File: src/rtl/rsd_defs.svh
// constants of the rtc supervision and power-on defaults block
// What this block does
// - battery check at every power-up and every 24 hours while mains present
// - failed battery check sets battery-low flag, flags register bit 4
// - battery-low flag holds until a later check passes
// - no battery checks while running from backup supply
// - two century bits count up in binary at century rollover
// - leap every fourth year; century years leap only when century bits are zero
// - with no interrupt source enabled the pin follows the output-level bit
// - interrupt pin is open drain: pulls low or releases only
// - oscillator-fail flag sets whenever the oscillator stops, for any cause
// - oscillator-fail flag is caught even when the stop occurs during power-down
// - oscillator-fail flag holds until software writes zero while the oscillator runs and is not halted
// - fail enable and fail flag pull the pin low; flag read does not release
// - first power-up clears listed control bits, sets pin level and square-wave enable
// - first power-up clears timer and alarm bits, sets stamp, fail flag, selects
// - later power-up clears test and countdown run; sets power-loss stamp
// - unlisted control bits have no guaranteed power-on value
// - trim-load set copies factory trim into analog trim register, read-only
// - trim-load clear makes analog trim an ordinary read-write register
`ifndef RSD_DEFS_SVH
`define RSD_DEFS_SVH
// ==========================================
// timing
`define RSD_CLK_NS          100'd10
`define RSD_OSC_HZ          32768
`define RSD_CHECK_HOURS     24
`define RSD_CHECK_TICKS     (64'd1 * `RSD_CHECK_HOURS * 3600 * `RSD_OSC_HZ)
`define RSD_TRIM_LOAD_MS    8
`define RSD_TRIM_LOAD_TICKS ((`RSD_TRIM_LOAD_MS * `RSD_OSC_HZ + 999) / 1000)
// ==========================================
// field positions
`define RSD_FLAGS_BATLOW_BIT 4
`define RSD_CTRL_OUT_BIT     7
// ==========================================
// first power-up reset values
`define RSD_INIT_OUT         1'b1
`define RSD_INIT_SQUARE_WAVE_ON        1'b1
`define RSD_INIT_CLKSEL      2'h3
`define RSD_INIT_RATE0       1'b1
`define RSD_INIT_STAMP       1'b1
`define RSD_INIT_OSCFAIL     1'b1
`endif

File: src/rtl/rsd_pkg.sv
// types of the rtc supervision block
package rsd_pkg;
	typedef enum logic [1:0] {
		RSD_PWR_OFF,
		RSD_PWR_FIRST,
		RSD_PWR_LATER,
		RSD_PWR_ON
	} rsd_pwr_e;
endpackage

File: src/rtl/rsd_supervisor.sv
// supervision: battery check, century, interrupt pin, oscillator fail, defaults
`timescale 1ns/1ps
`include "rsd_defs.svh"
module rsd_supervisor #(
	parameter logic [31:0] CHECK_TICKS = 32'(`RSD_CHECK_TICKS)
) (
	input  wire logic       ref_clk,
	input  wire logic       rst_n,
	input  wire logic       oscTick,
	input  wire logic       mainsGood,
	input  wire logic       firstPowerUp,
	input  wire logic       batteryOk,
	input  wire logic       oscRunning,
	input  wire logic       yearRollover,
	input  wire logic [7:0] yearUnits,
	input  wire logic       ctrlWrite,
	input  wire logic [7:0] ctrlWrData,
	input  wire logic       oscFailClear,
	input  wire logic       watchdogIrqOn,
	input  wire logic       alarm1Irq,
	input  wire logic       watchdogIrq,
	input  wire logic       trimWrite,
	input  wire logic [7:0] trimWrData,
	input  wire logic [7:0] factoryTrim,
	output logic            battery_low_flag,
	output logic            century_count_b0,
	output logic            century_count_b1,
	output logic            leapYear,
	output logic            osc_fail_flag,
	output logic            shared_irq_pin_o,
	output logic            shared_irq_pin_oe,
	output logic            oscillator_halt_ctrl,
	output logic            freq_test_bit,
	output logic            oscfail_irq_enable,
	output logic            alarm1_irq_enable,
	output logic            square_wave_on,
	output logic            alarm_in_backup_en,
	output logic            power_loss_stamp,
	output logic            countdown_run_bit,
	output logic [1:0]      countdown_clock_sel,
	output logic            sqw_rate_sel0,
	output logic [2:0]      sqw_rate_sel_upper,
	output logic            alarm2_enable,
	output logic            outLevel,
	output logic            trimLoadBit,
	output logic [7:0]      trimValue,
	output logic            trimLoaded
);
	logic              mainsPrev_q;
	logic              batLow_q;
	logic              batLow_d;
	logic [31:0]       checkCnt_q;
	logic [31:0]       checkCnt_d;
	logic [1:0]        century_q;
	logic              oscFail_q;
	logic              oscFail_d;
	logic              irqLow_q;
	logic              irqLow_d;
	logic              halt_q;
	logic              ftest_q;
	logic              oscfail_irq_enable_q;
	logic              alarm1_irq_enable_q;
	logic              square_wave_on_q;
	logic              abe_q;
	logic              stamp_q;
	logic              run_q;
	logic [1:0]        clkSel_q;
	logic              rate0_q;
	logic [2:0]        rateUp_q;
	logic              alarm2_enable_q;
	logic              out_q;
	logic              tload_q;
	logic              leap_q;
	logic [7:0]        trimVal;
	logic              trimDone;
	rsd_pkg::rsd_pwr_e pwr;
	logic              doCheck;
	logic              intervalDone;
	logic              anyIrqSource;

	// ==========================================
	// power phase: rising mains edge splits first from later power-up
	assign pwr = !mainsGood ? rsd_pkg::RSD_PWR_OFF :
		mainsPrev_q ? rsd_pkg::RSD_PWR_ON :
		firstPowerUp ? rsd_pkg::RSD_PWR_FIRST : rsd_pkg::RSD_PWR_LATER;

	// ==========================================
	// battery check on power-up and on interval expiry
	assign intervalDone = oscTick && checkCnt_q >= CHECK_TICKS - 32'h1;
	assign doCheck      = mainsGood && (pwr != rsd_pkg::RSD_PWR_ON || intervalDone);
	assign checkCnt_d   = (!mainsGood || doCheck) ? 32'h0 :
		oscTick ? checkCnt_q + 32'h1 : checkCnt_q;
	assign batLow_d     = doCheck ? !batteryOk : batLow_q;

	// ==========================================
	// oscillator fail: hardware set beats software clear
	always_comb begin
		case (pwr)
			rsd_pkg::RSD_PWR_FIRST: oscFail_d = `RSD_INIT_OSCFAIL;
			default: begin
				if (!oscRunning || halt_q)
					oscFail_d = 1'b1;
				else if (oscFailClear)
					oscFail_d = 1'b0;
				else
					oscFail_d = oscFail_q;
			end
		endcase
	end

	// ==========================================
	// shared open-drain pin: low when an enabled source asks, or output bit is zero with no source enabled
	assign anyIrqSource = oscfail_irq_enable_q || alarm1_irq_enable_q || watchdogIrqOn;
	assign irqLow_d = (oscfail_irq_enable_q && oscFail_q) || (alarm1_irq_enable_q && alarm1Irq) ||
		(watchdogIrqOn && watchdogIrq) || (!anyIrqSource && !out_q);

	// ==========================================
	// status and pin registers
	always_ff @(posedge ref_clk or negedge rst_n) begin
		if (!rst_n) begin
			mainsPrev_q <= 1'b0;
			batLow_q    <= 1'b0;
			checkCnt_q  <= 32'h0;
			oscFail_q   <= 1'b1;
			irqLow_q    <= 1'b0;
			leap_q      <= 1'b0;
		end else begin
			mainsPrev_q <= mainsGood;
			batLow_q    <= batLow_d;
			checkCnt_q  <= checkCnt_d;
			oscFail_q   <= oscFail_d;
			irqLow_q    <= irqLow_d;
			leap_q      <= (yearUnits[1:0] == 2'h0) &&
				(yearUnits != 8'h00 || century_q == 2'h0);
		end
	end

	// ==========================================
	// control bits with power-up defaults and software writes
	always_ff @(posedge ref_clk or negedge rst_n) begin
		if (!rst_n) begin
			century_q <= 2'h0;
			halt_q    <= 1'b0;
			ftest_q   <= 1'b0;
			oscfail_irq_enable_q    <= 1'b0;
			alarm1_irq_enable_q    <= 1'b0;
			square_wave_on_q    <= `RSD_INIT_SQUARE_WAVE_ON;
			abe_q     <= 1'b0;
			stamp_q   <= `RSD_INIT_STAMP;
			run_q     <= 1'b0;
			clkSel_q  <= `RSD_INIT_CLKSEL;
			rate0_q   <= `RSD_INIT_RATE0;
			rateUp_q  <= 3'h0;
			alarm2_enable_q    <= 1'b0;
			out_q     <= `RSD_INIT_OUT;
			tload_q   <= 1'b0;
		end else if (pwr == rsd_pkg::RSD_PWR_FIRST) begin
			century_q <= 2'h0;
			halt_q    <= 1'b0;
			ftest_q   <= 1'b0;
			oscfail_irq_enable_q    <= 1'b0;
			alarm1_irq_enable_q    <= 1'b0;
			square_wave_on_q    <= `RSD_INIT_SQUARE_WAVE_ON;
			abe_q     <= 1'b0;
			out_q     <= `RSD_INIT_OUT;
			stamp_q   <= `RSD_INIT_STAMP;
			run_q     <= 1'b0;
			clkSel_q  <= `RSD_INIT_CLKSEL;
			rate0_q   <= `RSD_INIT_RATE0;
			rateUp_q  <= 3'h0;
			alarm2_enable_q    <= 1'b0;
			tload_q   <= 1'b0;
		end else if (pwr == rsd_pkg::RSD_PWR_LATER) begin
			ftest_q   <= 1'b0;
			run_q     <= 1'b0;
			stamp_q   <= 1'b1;
		end else begin
			if (yearRollover)
				century_q <= century_q + 2'h1;
			if (ctrlWrite) begin
				out_q    <= ctrlWrData[`RSD_CTRL_OUT_BIT];
				halt_q   <= ctrlWrData[6];
				ftest_q  <= ctrlWrData[5];
				oscfail_irq_enable_q   <= ctrlWrData[4];
				alarm1_irq_enable_q   <= ctrlWrData[3];
				square_wave_on_q   <= ctrlWrData[2];
				tload_q  <= ctrlWrData[1];
				run_q    <= ctrlWrData[0];
			end
		end
	end

	// ==========================================
	// analog trim storage
	rsd_trim_loader u_trim (
		.ref_clk     (ref_clk),
		.rst_n       (rst_n),
		.oscTick     (oscTick),
		.trimLoadBit (tload_q),
		.trimWrite   (trimWrite),
		.trimWrData  (trimWrData),
		.factoryTrim (factoryTrim),
		.trimValue   (trimVal),
		.trimLoaded  (trimDone)
	);

	// ==========================================
	// outputs straight from flops, except interrupt pin data tied low
	assign battery_low_flag     = batLow_q;
	assign century_count_b0     = century_q[0];
	assign century_count_b1     = century_q[1];
	assign leapYear             = leap_q;
	assign osc_fail_flag        = oscFail_q;
	assign shared_irq_pin_o     = 1'b0;
	assign shared_irq_pin_oe    = irqLow_q;
	assign oscillator_halt_ctrl = halt_q;
	assign freq_test_bit        = ftest_q;
	assign oscfail_irq_enable   = oscfail_irq_enable_q;
	assign alarm1_irq_enable    = alarm1_irq_enable_q;
	assign square_wave_on       = square_wave_on_q;
	assign alarm_in_backup_en   = abe_q;
	assign power_loss_stamp     = stamp_q;
	assign countdown_run_bit    = run_q;
	assign countdown_clock_sel  = clkSel_q;
	assign sqw_rate_sel0        = rate0_q;
	assign sqw_rate_sel_upper   = rateUp_q;
	assign alarm2_enable        = alarm2_enable_q;
	assign outLevel             = out_q;
	assign trimLoadBit          = tload_q;
	assign trimValue            = trimVal;
	assign trimLoaded           = trimDone;
endmodule

File: src/rtl/rsd_trim_loader.sv
// analog trim register with factory-value load
`timescale 1ns/1ps
`include "rsd_defs.svh"
module rsd_trim_loader (
	input  wire logic       ref_clk,
	input  wire logic       rst_n,
	input  wire logic       oscTick,
	input  wire logic       trimLoadBit,
	input  wire logic       trimWrite,
	input  wire logic [7:0] trimWrData,
	input  wire logic [7:0] factoryTrim,
	output logic      [7:0] trimValue,
	output logic            trimLoaded
);
	logic [7:0]  trim_q;
	logic [7:0]  trim_d;
	logic [11:0] wait_q;
	logic [11:0] wait_d;
	logic        done_q;

	// ==========================================
	// load delay and register storage
	assign wait_d = !trimLoadBit ? 12'h000 :
		(oscTick && wait_q != 12'(`RSD_TRIM_LOAD_TICKS)) ? wait_q + 12'h001 : wait_q;
	assign trim_d = (trimLoadBit && wait_q == 12'(`RSD_TRIM_LOAD_TICKS)) ? factoryTrim :
		(!trimLoadBit && trimWrite) ? trimWrData : trim_q;

	always_ff @(posedge ref_clk or negedge rst_n) begin
		if (!rst_n) begin
			trim_q <= 8'h00;
			wait_q <= 12'h000;
			done_q <= 1'b0;
		end else begin
			trim_q <= trim_d;
			wait_q <= wait_d;
			done_q <= trimLoadBit && wait_q == 12'(`RSD_TRIM_LOAD_TICKS);
		end
	end

	assign trimValue  = trim_q;
	assign trimLoaded = done_q;
endmodule

File: config.mk
export PLATFORM = sky130hd
export DESIGN_NAME = rsd_supervisor
export DESIGN_NICKNAME = d
export VERILOG_FILES = /design/src/rtl/rsd_pkg.sv /design/src/rtl/rsd_supervisor.sv /design/src/rtl/rsd_trim_loader.sv
export VERILOG_INCLUDE_DIRS = /design/src /design/src/rtl
export SDC_FILE = /design/constraint.sdc
export NUM_CORES = 1
export LEC_CHECK = 0
export BUFFER_PORTS_ARGS = -buffer_cell sky130_fd_sc_hd__buf_2
export CORE_ASPECT_RATIO = 1.1
export CORE_UTILIZATION = 54
export CTS_CLUSTER_SIZE = 8
export DETAILED_ROUTE_END_ITERATION = 12
export GPL_TIMING_DRIVEN = 0
export HOLD_SLACK_MARGIN = 0.1
export MAX_ROUTING_LAYER = met4
export PLACE_DENSITY = 0.86
export SYNTH_ARGS = -nofsm -noshare
export SYNTH_HDL_FRONTEND = slang
export SYNTH_HIERARCHICAL = 1
export SYNTH_SLANG_ARGS = --single-unit
export TNS_END_PERCENT = 5
File: constraint.sdc
create_clock -name ref_clk -period 2.2 [get_ports ref_clk]
set_clock_uncertainty 0.1 [all_clocks]
set_input_delay 0.22 -clock ref_clk [delete_from_list [all_inputs] [get_ports ref_clk]]
set_output_delay 0.22 -clock ref_clk [all_outputs]
set_load 0.02 [all_outputs]
Yosys cells after proc, flatten, opt, wreduce, memory -nomap -nowiden
Index checks and enable logic that the tools add are counted.

Flip-flop bits (word level): 69. Bits in latches: 0. Bits in writable memories: 0. ROM bits: 0. Output and inout port bits: 33. Memories kept: 0.

Add/sub/neg operators: 3. Multipliers: 0. Divide/modulo/power cells: 0. Order comparisons: 1. Equality and inequality tests: 7. Shift operators: 0. Muxes and demuxes: 41. Bitwise logic cells: 0. Reductions and logical operators: 37.

Operators by type and width (number): 32-bit 2-to-1 mux (2); 32-bit by 1-bit adder with 32-bit output, second input constant (1); 32-bit >= comparator, second input constant (1); 1-bit 2-to-1 mux (29); 12-bit 2-to-1 mux (2); 8-bit 2-to-1 mux (2); 12-bit by 1-bit adder with 12-bit output, second input constant (1); 12-bit by 9-bit equality test with 1-bit output, second input constant (1); 2-bit 2-to-1 mux (6); 12-bit by 9-bit inequality test with 1-bit output, second input constant (1); 1-bit logical AND (10); 2-bit nonzero test (5); 1-bit logical OR (9); 8-bit nonzero test (1); 1-bit logical NOT (6); 3-bit nonzero test (2); 2-bit logical NOT (2); 2-bit inequality test, second input constant (2); 2-bit AND reduction (2); 2-bit by 1-bit adder with 2-bit output, second input constant (1); 2-bit by 1-bit equality test with 1-bit output, second input constant (1); 2-bit equality test, second input constant (1); 2-bit by 1-bit inequality test with 1-bit output, second input constant (1).

Longest topological paths before layout
Gate-level depths: netlist of run 1.

Depth after elaboration: 8. Depth in mapped cells: 7. Gate-level depth less buffers: 6.

Hierarchy
The synthesis of run 1 kept the hierarchy.

Modules (own cells, without submodules): rsd_supervisor (times used 1, cells an instance 249, area each 2498.6 um2, sequential area each 1179.9 um2); rsd_trim_loader (times used 1, cells an instance 107, area each 1079.8 um2, sequential area each 525.5 um2).

Least setup slack after synthesis of run 1
No wires, ideal clock.

Kind: reg-to-reg. From: register checkCnt_q[0]. To: register checkCnt_q[0]. Arrival: 1.606 ns. Required time: 1.975 ns. Setup slack: 0.369 ns. Stages on the path, launching flop included: 7. Clock period less this slack: 1.831 ns. Cells stage by stage: dfrtp_1 > ha_1 > nand3_1 > nor2_2 > nand4_2 > and3_1 > mux2_2.

Cells in the longest elaborated chain, start to end: 6. Elaborated cells on any way between the ends: 9. Those cells by class: add/sub (1); order compare (1); mux (2); reduce/logical (5).

RTL lines: start, declared (RTL line rsd_supervisor.sv:52) `logic [31:0] checkCnt_q;`; start signal, assigned (RTL line rsd_supervisor.sv:130) `checkCnt_q <= checkCnt_d;`; 32-bit >= comparator (RTL line rsd_supervisor.sv:89) `assign intervalDone = oscTick && checkCnt_q >= CHECK_TICKS - 32'h1;`; 1-bit logical AND (RTL line rsd_supervisor.sv:89); 1-bit logical OR (RTL line rsd_supervisor.sv:90) `assign doCheck = mainsGood && (pwr != rsd_pkg::RSD_PWR_ON || intervalDone);`; 1-bit logical AND (RTL line rsd_supervisor.sv:90); 1-bit logical OR (RTL line rsd_supervisor.sv:91) `assign checkCnt_d = (!mainsGood || doCheck) ? 32'h0 :`; 32-bit 2-to-1 mux or 2-bit nonzero test (tied branches).

Several ways; a longest one is shown, not always the timed one. The select of a mux whose other input is x is not followed. A chain may end at the register's enable or synchronous reset.

Final worst setup path of run 1
From: register checkCnt_q[28]. To: register batLow_q, in the netlist battery_low_flag.

Cells in the longest elaborated chain, start to end: 4.

RTL lines: 32-bit >= comparator (RTL line rsd_supervisor.sv:89); 1-bit logical AND (RTL line rsd_supervisor.sv:89); 1-bit logical OR (RTL line rsd_supervisor.sv:90); 1-bit logical AND (RTL line rsd_supervisor.sv:90); end signal, assigned (RTL line rsd_supervisor.sv:129) `batLow_q <= batLow_d;`; end, declared (RTL line rsd_supervisor.sv:50) `logic batLow_q;`.

No other way between the ends.

==> results of run 1 <==
area by class of cell:
cell class / instances / area, µm² / area share, %
buffer: 19 / 123 / 2.65
clock buffer: 9 / 124 / 2.67
clock inverter: 7 / 75.1 / 1.62
inverter: 8 / 30.0 / 0.648
multi-input combinational: 269 / 1780 / 38.4
sequential: 68 / 1710 / 36.8
tap: 80 / 100 / 2.16
timing repair buffer: 104 / 696 / 15.0
final timing paths:
| path | end | start | cells past startpoint | slack, ns |
|---|---|---|---|---|
| max | battery_low_flag | checkCnt_q[28] | 5 | 0.11 |
| min | u_trim/trimValue[3] | trimWrData[3] | 3 | 0.09 |
| max reg2reg | battery_low_flag | checkCnt_q[28] | 5 | 0.11 |
| min reg2reg | square_wave_on | square_wave_on | 1 | 0.43 |
| max in group asynchronous | u_trim/wait_q[7] | rst_n | 2 | 1.03 |
| min in group asynchronous | checkCnt_q[19] | rst_n | 2 | 0.39 |
through the flow:
| stage | total power [mW] | worst slack, ns | cells | util (%) | hold WS [ns] |
|---|---|---|---|---|---|
| 2_1_floorplan | 1.60 | 0.369 | 364 | - | -0.176 |
| 3_3_place_gp | 1.75 | 0.0184 | 512 | 64.6 | 0.281 |
| 3_5_place_dp | 1.77 | 0.0144 | 512 | 64.6 | 0.276 |
| 4_1_cts | 2.85 | 0.00424 | 561 | 73.1 | 0.104 |
| 5_1_grt | 3.00 | 0.0290 | 564 | 73.9 | 0.116 |
| 6_report | 2.90 | 0.114 | 564 | 73.9 | 0.0884 |
layer usage:
metal	wire length [µm]	vias to the layer above	share of wire (%)	global-route usage, %
li1	-	1500	-	-
met5	0	-	0	-
met2	4910	183	51	48.3
met4	569	0	5.9	21.7
met1	3590	1561	37	31.5
met3	608	56	6.3	6.28
power groups by stage:
stage | Combinational, mW | Sequential [mW] | Clock (mW)
finish | 0.474 | 1.36 | 1.07
global route | 0.505 | 1.37 | 1.13
CTS | 0.443 | 1.35 | 1.06
detailed placement | 0.394 | 1.38 | 0
global placement | 0.382 | 1.37 | 0
floorplan | 0.160 | 1.44 | 0
cells in the mapped netlist, types with 3 or more instances:
cell type  number
nand3b_1        3
nand2b_1        7
nand3_1        16
nor2_1         44
a21oi_1         8
buf_4          12
ha_1            3
mux2i_1        11
dfrtp_1        65
xor2_1         20
nand2_1        26
and3_1          8
or3_1           4
buf_2           4
nor3_1          8
nand4_1        17
o21ai_0         7
and2_1          7
xnor2_1        10
a31oi_1         3
nand4_2         3
a22o_1          6
a21boi_0        6
nor4_1          8
dfstp_2         3
inv_1           8
kinds of logic (layout without fill, tap and decap cells):
family,Yosys count,in the layout,share of synthesized area [%]
AOI/OAI and AO/OA,45,45,9.37
xor gates and xnor gates,30,30,7.34
adders and majority gates,3,3,1.05
buffers and inverters,27,147,4.27
DFF,68,68,47.7
muxes,12,12,3.39
other,2,10,0.210
and+or+nand+nor,169,169,26.7
state kept, by name, summed over array words and instances, names as in the netlist, 2 cells and up:
signal and count:
checkCnt_q 32, u_trim/wait_q 12, u_trim/trimValue 8, century_q 2
worst min-delay path: stages:
cell and delay, ns:
buf_2 0.08, mux2i_1 0.06, a21oi_1 0.15
what timing repair did:
| item | in CTS | in global routing |
|---|---|---|
| buffers inserted | 0 | 3 |
| setup endpoints to repair | 1 | 25 |
| pin swaps | 1 | 2 |
| hold buffers | 33 | 0 |
| endpoints found under the hold margin | 88 | 0 |
| resized for setup | 0 | 5 |
==> results.py, run 1 <==
metrics = {
    "power": {
        "p_per_area_nw_per_um2": 627,
        "intPower_mw": 2.05,
        "pwr-share-clk_pct": 36.8,
        "p_leak_nw": 2.14,
        "pwr-share-seq_pct": 46.9,
        "p_sw_mw": 0.857,
        "share_comb_of_total_power_pct": 16.3,
        "peakVddDrop_mv": 0.450,
        "switching_share_pct": 29.5,
    },
    "synth": {
        "yosys.area.top_type_share_pct": 45.5,
        "yosys.area.top_type": "dfrtp_1",
        "syn_inst": 356,
        "ys_seq_area_share_pct": 47.7,
        "synth-edff-count": 0,
        "synth-main-ff-cell": "dfrtp_1",
        "synth_area_leaders": "dfrtp_1 (45%), xor2_1 (4.9%), nor2_1 (4.6%)",
        "syn_avg_cell_area_um2": 10.1,
        "async_flop_share_pct": 100,
        "synth_cell_types": 56,
        "yosysWarnings": 6,
        "netlist_area_um2": 3580,
        "synth_seq_cells": 68,
    },
    "hold_path": {
        "hold_class": "in -> reg",
    },
    "placement": {
        "place_congestion": 0.844,
        "dp_hpwl_um": 5350,
        "dpl-instance-area_um2": 4050,
        "portBuffers": 68,
    },
    "cells_and_area": {
        "design_area_um2": 4630,
        "nets": 528,
        "fillCellCount": 392,
        "final_cell_mix": "buf_2 (71), dfrtp_1 (65), nor2_1 (44), dlygate4sd3_1 (33), nand2_1 (26)",
        "n_antenna_cell": 0,
        "layout-drive-gt1-share_pct": 25.8,
        "final_common_cell": "buf_2",
        "synthToLayoutAreaGrowth_pct": 29.4,
    },
    "sta": {
        "rsz0062_at_grt": "no",
        "finalCriticalPeriod_ns": 2.09,
        "drv_slew": 0,
        "tightest_slew_ns": 0.852,
        "final-setup-viol-count": 0,
        "timing.fmax_ghz": 0.479,
        "finalHoldViolations": 0,
        "fin_setup_tns_ns": 0,
        "relSlewSlack_pct": 43.2,
        "finalCritPeriodShare_pct": 94.8,
    },
    "route": {
        "vias": 3300,
        "drt_wl_total_um": 9680,
        "viasPerCell": 5.85,
        "drc": 0,
        "postRouteAntennaNets": 0,
        "wire_per_inst_um": 17.2,
        "drt_iter0_markers": 307,
        "dr.pass1.iters": 5,
    },
    "clock_network": {
        "clk_pin_slew_ns": 0.09,
        "clock-root-buffer": "clkbuf_8",
        "numCtsBuffers": 9,
        "clock_latency_ns": 0.37,
        "htreeDepth": 3,
        "tritoncts": "done",
        "clock_sinks": 68,
        "clk_path_buf_depth": 2,
    },
    "setup_path": {
        "cp_slowest_stage_delay_ns": 0.44,
        "worstSetupPathType": "reg -> reg",
        "start_kind": "flip-flop",
        "end_kind": "flip-flop",
        "cp.required_ns": 2.37,
        "crit_slowest_cell": "dfrtp_1",
        "path_buf_inv": 0,
        "cp_cell_sequence": "nand3b_1 > nor4_4 > nand4_2 > a211oi_2 > mux2i_2",
        "worstPathMaxFanout": 6,
        "cpLargestDelayFamily": "simple AND/OR/NAND/NOR gates",
        "worstPathArrival_ns": 2.26,
    },
    "global_route": {
        "grt_max_degree": 69,
        "grt-ovfl-total": 0,
        "grt_usage_pct": 29.5,
        "antenna_found_initial": 0,
        "grt_pass1_vias": 3157,
        "grt_pass1_wl_um": 14700,
    },
    "flow_run": {
        "max-cap-violations": 0,
    },
    "floorplanning": {
        "core_area_um2": 6270,
        "boundaryPins": 79,
        "die_h_um": 87.4,
        "dieWidth_um": 79.6,
        "dieArea_um2": 6960,
        "num_rows": 30,
        "start_util_pct": 57.1,
    },
    "outcome": {
        "status": "finished, final reports clean",
    },
}
No activity file was read; power rests on OpenSTA's default activity.
==> run 2, diff against run 1 <==
--- a/config.mk
+++ b/config.mk
@@ -14,9 +14,8 @@
 export GPL_TIMING_DRIVEN = 0
 export HOLD_SLACK_MARGIN = 0.1
 export MAX_ROUTING_LAYER = met4
-export PLACE_DENSITY = 0.86
+export PLACE_DENSITY = 0.87
 export SYNTH_ARGS = -nofsm -noshare
 export SYNTH_HDL_FRONTEND = slang
-export SYNTH_HIERARCHICAL = 1
 export SYNTH_SLANG_ARGS = --single-unit
 export TNS_END_PERCENT = 5
==> results.py, run 2 <==
metrics = {
    "synth": {
        "synth_seq_cells": 68,
        "syn_avg_cell_area_um2": 9.83,
        "yosysMostFrequentCell": "dfrtp_1",
        "synth-edff-count": 0,
        "syn_inst": 348,
        "yosys.area.top_type": "dfrtp_1",
        "yosysWarnings": 0,
        "yosys.area.top_type_share_pct": 47.5,
        "synth-main-ff-cell": "dfrtp_1",
        "netlist_area_um2": 3420,
        "synth_cell_types": 48,
        "synthTopCellsByCount": "dfrtp_1 (65), nor2_1 (52), xor2_1 (30)",
        "ys_seq_area_share_pct": 49.8,
        "synth_area_leaders": "dfrtp_1 (48%), xor2_1 (7.7%), nor2_1 (5.7%)",
        "async_flop_share_pct": 100,
    },
    "route": {
        "wire_per_inst_um": 16.7,
        "vias": 3110,
        "drt_iter0_markers": 204,
        "drt_wl_total_um": 9310,
        "viasPerCell": 5.56,
        "postRouteAntennaNets": 0,
        "drc": 0,
        "dr.pass1.iters": 4,
    },
    "sta": {
        "hold_ws_ns": 0.181,
        "tightest_slew_ns": 0.839,
        "rsz0062_at_grt": "yes",
        "finalHoldViolations": 0,
        "drv_slew": 0,
        "finalCriticalPeriod_ns": 2.11,
        "relSlewSlack_pct": 44.1,
        "finalCritPeriodShare_pct": 96.0,
        "timing.fmax_ghz": 0.473,
        "final-setup-viol-count": 0,
    },
    "floorplanning": {
        "core_area_um2": 6160,
        "boundaryPins": 79,
        "num_rows": 30,
        "dieWidth_um": 77.9,
        "die_h_um": 85.5,
        "start_util_pct": 55.6,
        "dieArea_um2": 6660,
    },
    "cells_and_area": {
        "nets": 523,
        "largest_reg_flops": 32,
        "synthToLayoutAreaGrowth_pct": 31.0,
        "top_register": "checkCnt_q",
        "layout-drive-gt1-share_pct": 24.4,
        "final_cell_mix": "buf_2 (70), dfrtp_1 (65), nor2_1 (50), dlygate4sd3_1 (35), xor2_1 (30)",
        "fin_cells": 559,
        "final_common_cell": "buf_2",
        "n_antenna_cell": 0,
    },
    "global_route": {
        "grt_max_degree": 69,
        "antenna_found_initial": 0,
        "grt_pass1_wl_um": 15000,
        "grt_usage_pct": 30.3,
        "grt_pass1_vias": 3270,
        "grt-ovfl-total": 0,
    },
    "clock_network": {
        "clock_latency_ns": 0.37,
        "numCtsBuffers": 9,
        "clock-root-buffer": "clkbuf_8",
        "clock_sinks": 68,
        "tritoncts": "done",
        "clk_pin_slew_ns": 0.08,
        "clk_path_buf_depth": 2,
        "htreeDepth": 3,
    },
    "hold_path": {
        "hold_class": "in -> reg",
        "hold_end": "countdown_run_bit",
        "hold_path_depth": 3,
        "hp-start": "ctrlWrite",
    },
    "placement": {
        "portBuffers": 68,
        "place_congestion": 0.819,
        "place_inst": 504,
        "dp_hpwl_um": 5050,
    },
    "setup_path": {
        "rrSetupSlack_ns": 0.09,
        "rr_worst_depth": 7,
        "cp.required_ns": 2.37,
        "r2r_end": "u_trim.trimValue[3]",
        "r2r-start": "u_trim.wait_q[0]",
        "worstPathMaxFanout": 10,
        "worstPathArrival_ns": 2.28,
        "start_kind": "flip-flop",
        "worstSetupPathType": "reg -> reg",
        "end_kind": "flip-flop",
    },
    "outcome": {
        "status": "finished, final reports clean",
    },
    "power": {
        "peakVddDrop_mv": 0.514,
        "p_per_area_nw_per_um2": 620,
        "p_leak_nw": 2.08,
    },
    "flow_run": {
        "max-cap-violations": 0,
    },
}
[run 2: worst max-delay path by stage]
stage | start | end | slack, ns | depth (start not counted)
after detailed placement | u_trim.wait_q[0] | u_trim.trimValue[4] | -0.09 | 6
after CTS | u_trim.wait_q[0] | u_trim.trimValue[4] | 0.004 | 6
after global routing | u_trim.wait_q[0] | u_trim.trimValue[3] | -0.07 | 7
after global placement | checkCnt_q[8] | checkCnt_q[27] | 0.009 | 6
after floorplan | checkCnt_q[26] | checkCnt_q[20] | 0.26 | 6
final | u_trim.wait_q[0] | u_trim.trimValue[3] | 0.09 | 7
[run 2: power by group]
part | internal (mW) | leakage [nW] | switching [mW]
sequential | 1.31 | 0.903 | 0.0484
combinational | 0.198 | 1.08 | 0.271
clock | 0.437 | 0.0920 | 0.512
[run 2: cells by family after synthesis]
group	Yosys count	share of synthesized area (%)
fa+ha+maj	3	1.10
flops	68	49.8
mux	9	2.63
compound gates	39	7.93
xor+xnor	37	9.47
buf+inv	29	5.01
other cells	2	0.219
simple gates	161	23.8
[run 2: metal layers]
metal  track usage [%]  part of all wire, %
met1              32.7                   38
met2              53.7                   54
met4              13.8                  2.6
met5                 -                    0
met3              6.38                  5.3
[run 2: per-stage QoR]
step	setup TNS (ns)	setup WS, ns	utilization [%]	total power, mW	cell area [µm²]
3_5_place_dp	-0.642	-0.0860	63.3	1.76	3890
4_1_cts	0	0.00437	72.0	2.74	4430
3_3_place_gp	0	0.00861	63.2	1.75	3890
6_report	0	0.0877	72.8	2.78	4480
5_1_grt	-0.133	-0.0655	72.8	2.87	4480
2_1_floorplan	0	0.258	-	1.60	3450
[run 2: critical path, cell delays in order, from the launching register on]
cell	delay [ns]
dfrtp_1	0.40
ha_1	0.24
nor4bb_1	0.34
nand4_1	0.25
nor2_4	0.24
buf_2	0.24
nand2_1	0.09
o21ai_0	0.12
[run 2: layout make-up]
class | instances | area [µm²]
plain buffers | 20 | 143
repair buffers | 107 | 723
fillers | 424 | 1670
well taps | 80 | 100
inverters | 9 | 33.8
flip-flops and latches | 68 | 1710
multi-input cells | 259 | 1600
clock buffers | 10 | 138
clock inverters | 6 | 40.0
[run 2: what timing repair did]
item / 4_1_cts / 5_1_grt
endpoints found under the setup margin: 26 / 38
pin swaps: 2 / 3
hold buffers: 35 / 0
cloned: 0 / 0
endpoints found under the hold margin: 88 / 0
resized for setup: 3 / 10
setup buffers: 0 / 4
==> run 3, diff against run 2 <==
--- a/config.mk
+++ b/config.mk
@@ -8,13 +8,13 @@
 export LEC_CHECK = 0
 export BUFFER_PORTS_ARGS = -buffer_cell sky130_fd_sc_hd__buf_2
 export CORE_ASPECT_RATIO = 1.1
-export CORE_UTILIZATION = 54
+export CORE_UTILIZATION = 49
 export CTS_CLUSTER_SIZE = 8
 export DETAILED_ROUTE_END_ITERATION = 12
 export GPL_TIMING_DRIVEN = 0
 export HOLD_SLACK_MARGIN = 0.1
 export MAX_ROUTING_LAYER = met4
-export PLACE_DENSITY = 0.87
+export PLACE_DENSITY = 0.84
 export SYNTH_ARGS = -nofsm -noshare
 export SYNTH_HDL_FRONTEND = slang
 export SYNTH_SLANG_ARGS = --single-unit
==> constraint.sdc (replaced) <==
create_clock -name ref_clk -period 1.7 [get_ports ref_clk]
set_clock_uncertainty 0.1 [all_clocks]
set_input_delay 0.17 -clock ref_clk [delete_from_list [all_inputs] [get_ports ref_clk]]
set_output_delay 0.17 -clock ref_clk [all_outputs]
set_load 0.02 [all_outputs]
==> results.py, run 3 (same netlist as run 2, synthesis figures left out) <==
metrics = {
    "setup_path": {
        "cp_slowest_stage_delay_ns": 0.46,
        "cp_cell_sequence": "or3_4 > nor4_4 > nand4_1 > buf_6 > a21oi_4 > buf_4 > nor2_1",
        "cp.depth": 7,
        "cpLargestDelayFamily": "simple AND/OR/NAND/NOR gates",
        "worstPathArrival_ns": 2.25,
        "cp.required_ns": 1.85,
        "start_kind": "flip-flop",
        "r2r-start": "checkCnt_q[24]",
        "crit_slowest_cell": "dfrtp_2",
        "rrSetupSlack_ns": -0.40,
        "rr_worst_depth": 7,
        "end_kind": "flip-flop",
        "worstPathMaxFanout": 6,
        "r2r_end": "checkCnt_q[29]",
        "path_buf_inv": 2,
        "worstSetupPathType": "reg -> reg",
    },
    "route": {
        "drt_wl_total_um": 12500,
        "vias": 3631,
        "dr.pass1.iters": 7,
        "viasPerCell": 6.26,
        "drt_iter0_markers": 449,
        "wire_per_inst_um": 21.6,
        "postRouteAntennaNets": 0,
        "drc": 0,
    },
    "sta": {
        "relSlewSlack_pct": 42.4,
        "final-setup-viol-count": 52,
        "timing.fmax_ghz": 0.476,
        "finalHoldViolations": 0,
        "tightest_slew_ns": 0.864,
        "fin_setup_tns_ns": -15.56,
        "rsz0062_at_grt": "yes",
        "fin_ws_ns": -0.400,
        "finalCritPeriodShare_pct": 124,
        "drv_slew": 0,
        "finalCriticalPeriod_ns": 2.10,
    },
    "cells_and_area": {
        "final_common_cell": "buf_2",
        "layout-drive-gt1-share_pct": 32.3,
        "top_register": "checkCnt_q",
        "largest_reg_flops": 32,
        "synthToLayoutAreaGrowth_pct": 45.9,
        "final_cell_mix": "buf_2 (67), dfrtp_1 (63), nor2_1 (44), dlygate4sd3_1 (43), xor2_1 (27)",
        "nets": 542,
        "n_antenna_cell": 0,
        "design_area_um2": 4990,
        "utilization_pct": 74.8,
    },
    "floorplanning": {
        "dieArea_um2": 7320,
        "num_rows": 31,
        "boundaryPins": 79,
        "dieWidth_um": 81.7,
        "die_h_um": 89.6,
        "start_util_pct": 51.3,
        "core_area_um2": 6670,
    },
    "outcome": {
        "violations": "negative setup slack",
        "status": "finished with violations",
    },
    "clock_network": {
        "clk_path_buf_depth": 2,
        "clock_sinks": 68,
        "tritoncts": "done",
        "clock_latency_ns": 0.37,
        "clock-root-buffer": "clkbuf_8",
        "clk_pin_slew_ns": 0.09,
        "numCtsBuffers": 9,
        "htreeDepth": 3,
    },
    "global_route": {
        "antenna_found_initial": 0,
        "grt_pass1_vias": 3525,
        "grt_usage_pct": 34.7,
        "grt-ovfl-total": 0,
        "grt_max_degree": 69,
        "grt_pass1_wl_um": 17700,
    },
    "power": {
        "peakVddDrop_mv": 0.756,
        "p_leak_nw": 2.21,
        "p_per_area_nw_per_um2": 867,
    },
    "hold_path": {
        "hp-start": "yearUnits[2]",
        "hold_class": "in -> reg",
        "hold_path_depth": 3,
        "hold_end": "leapYear",
    },
    "placement": {
        "portBuffers": 68,
        "dp_hpwl_um": 5220,
        "dpl-instance-area_um2": 3900,
        "place_congestion": 0.868,
    },
    "flow_run": {
        "max-cap-violations": 0,
    },
}
[run 3: cell types whose count changed in the layout (fill, tap and decap cells not counted), sizes merged]
cell | before | now
buf | 88 | 98
dlygate4sd3 | 35 | 43
bufinv | 0 | 4
clkinv | 5 | 1
inv | 9 | 11
clkinvlp | 1 | 0
[run 3: layout make-up]
type / instances / area [µm²]
clock inverter: 7 / 146
tap: 82 / 103
buffer: 20 / 168
timing repair buffer: 126 / 903
multi-input combinational: 259 / 1810
fill: 370 / 1680
inverter: 9 / 33.8
sequential: 68 / 1710
clock buffer: 9 / 124
[run 3: through the flow]
stage               power [mW]  worst slack, ns  hold WS, ns  cells
floorplan                 2.07           -0.137       -0.226    356
global placement          2.26           -0.468        0.224    506
detailed placement        2.28           -0.554        0.228    506
CTS                       4.14           -0.201        0.108    574
global route              4.42           -0.428        0.147    580
finish                    4.33           -0.400        0.114    580
[run 3: what timing repair did]
item	in CTS	in global routing
hold endpoints to repair	88	0
gates resized for setup	27	46
setup buffers	8	5
pin swaps	18	10
hold buffers	43	0
endpoints found under the setup margin	52	60
cloned	1	1
[run 3: worst register-to-register path: cells and delay by family, from the launching register on]
family	cells	cell delay, ns
buffers and inverters	2	0.39
AO/OA/AOI/OAI	1	0.22
flip-flops	1	0.46
AND/OR/NAND/NOR	4	0.83
[run 3: how the worst max path moves through the flow]
stage                              start        endpoint
after floorplan           checkCnt_q[24]  checkCnt_q[20]
after global placement     checkCnt_q[8]  checkCnt_q[24]
after detailed placement   checkCnt_q[8]  checkCnt_q[22]
after CTS                 checkCnt_q[24]  checkCnt_q[28]
after global routing      checkCnt_q[24]   checkCnt_q[2]
final                     checkCnt_q[24]  checkCnt_q[29]
[run 3: metal layers]
metal / global-route usage, % / part of all wire, %
met1: 37.2 / 35
met2: 55.9 / 48
met3: 10.3 / 9.1
met4: 22.5 / 8.6
met5: - / 0
[run 3: report_power, final]
group          switching, mW  total (mW)  internal [mW]  leakage (nW)
clock network          0.753        1.89           1.14         0.134
logic                  0.381       0.657          0.276          1.18
registers             0.0829        1.78           1.70         0.900
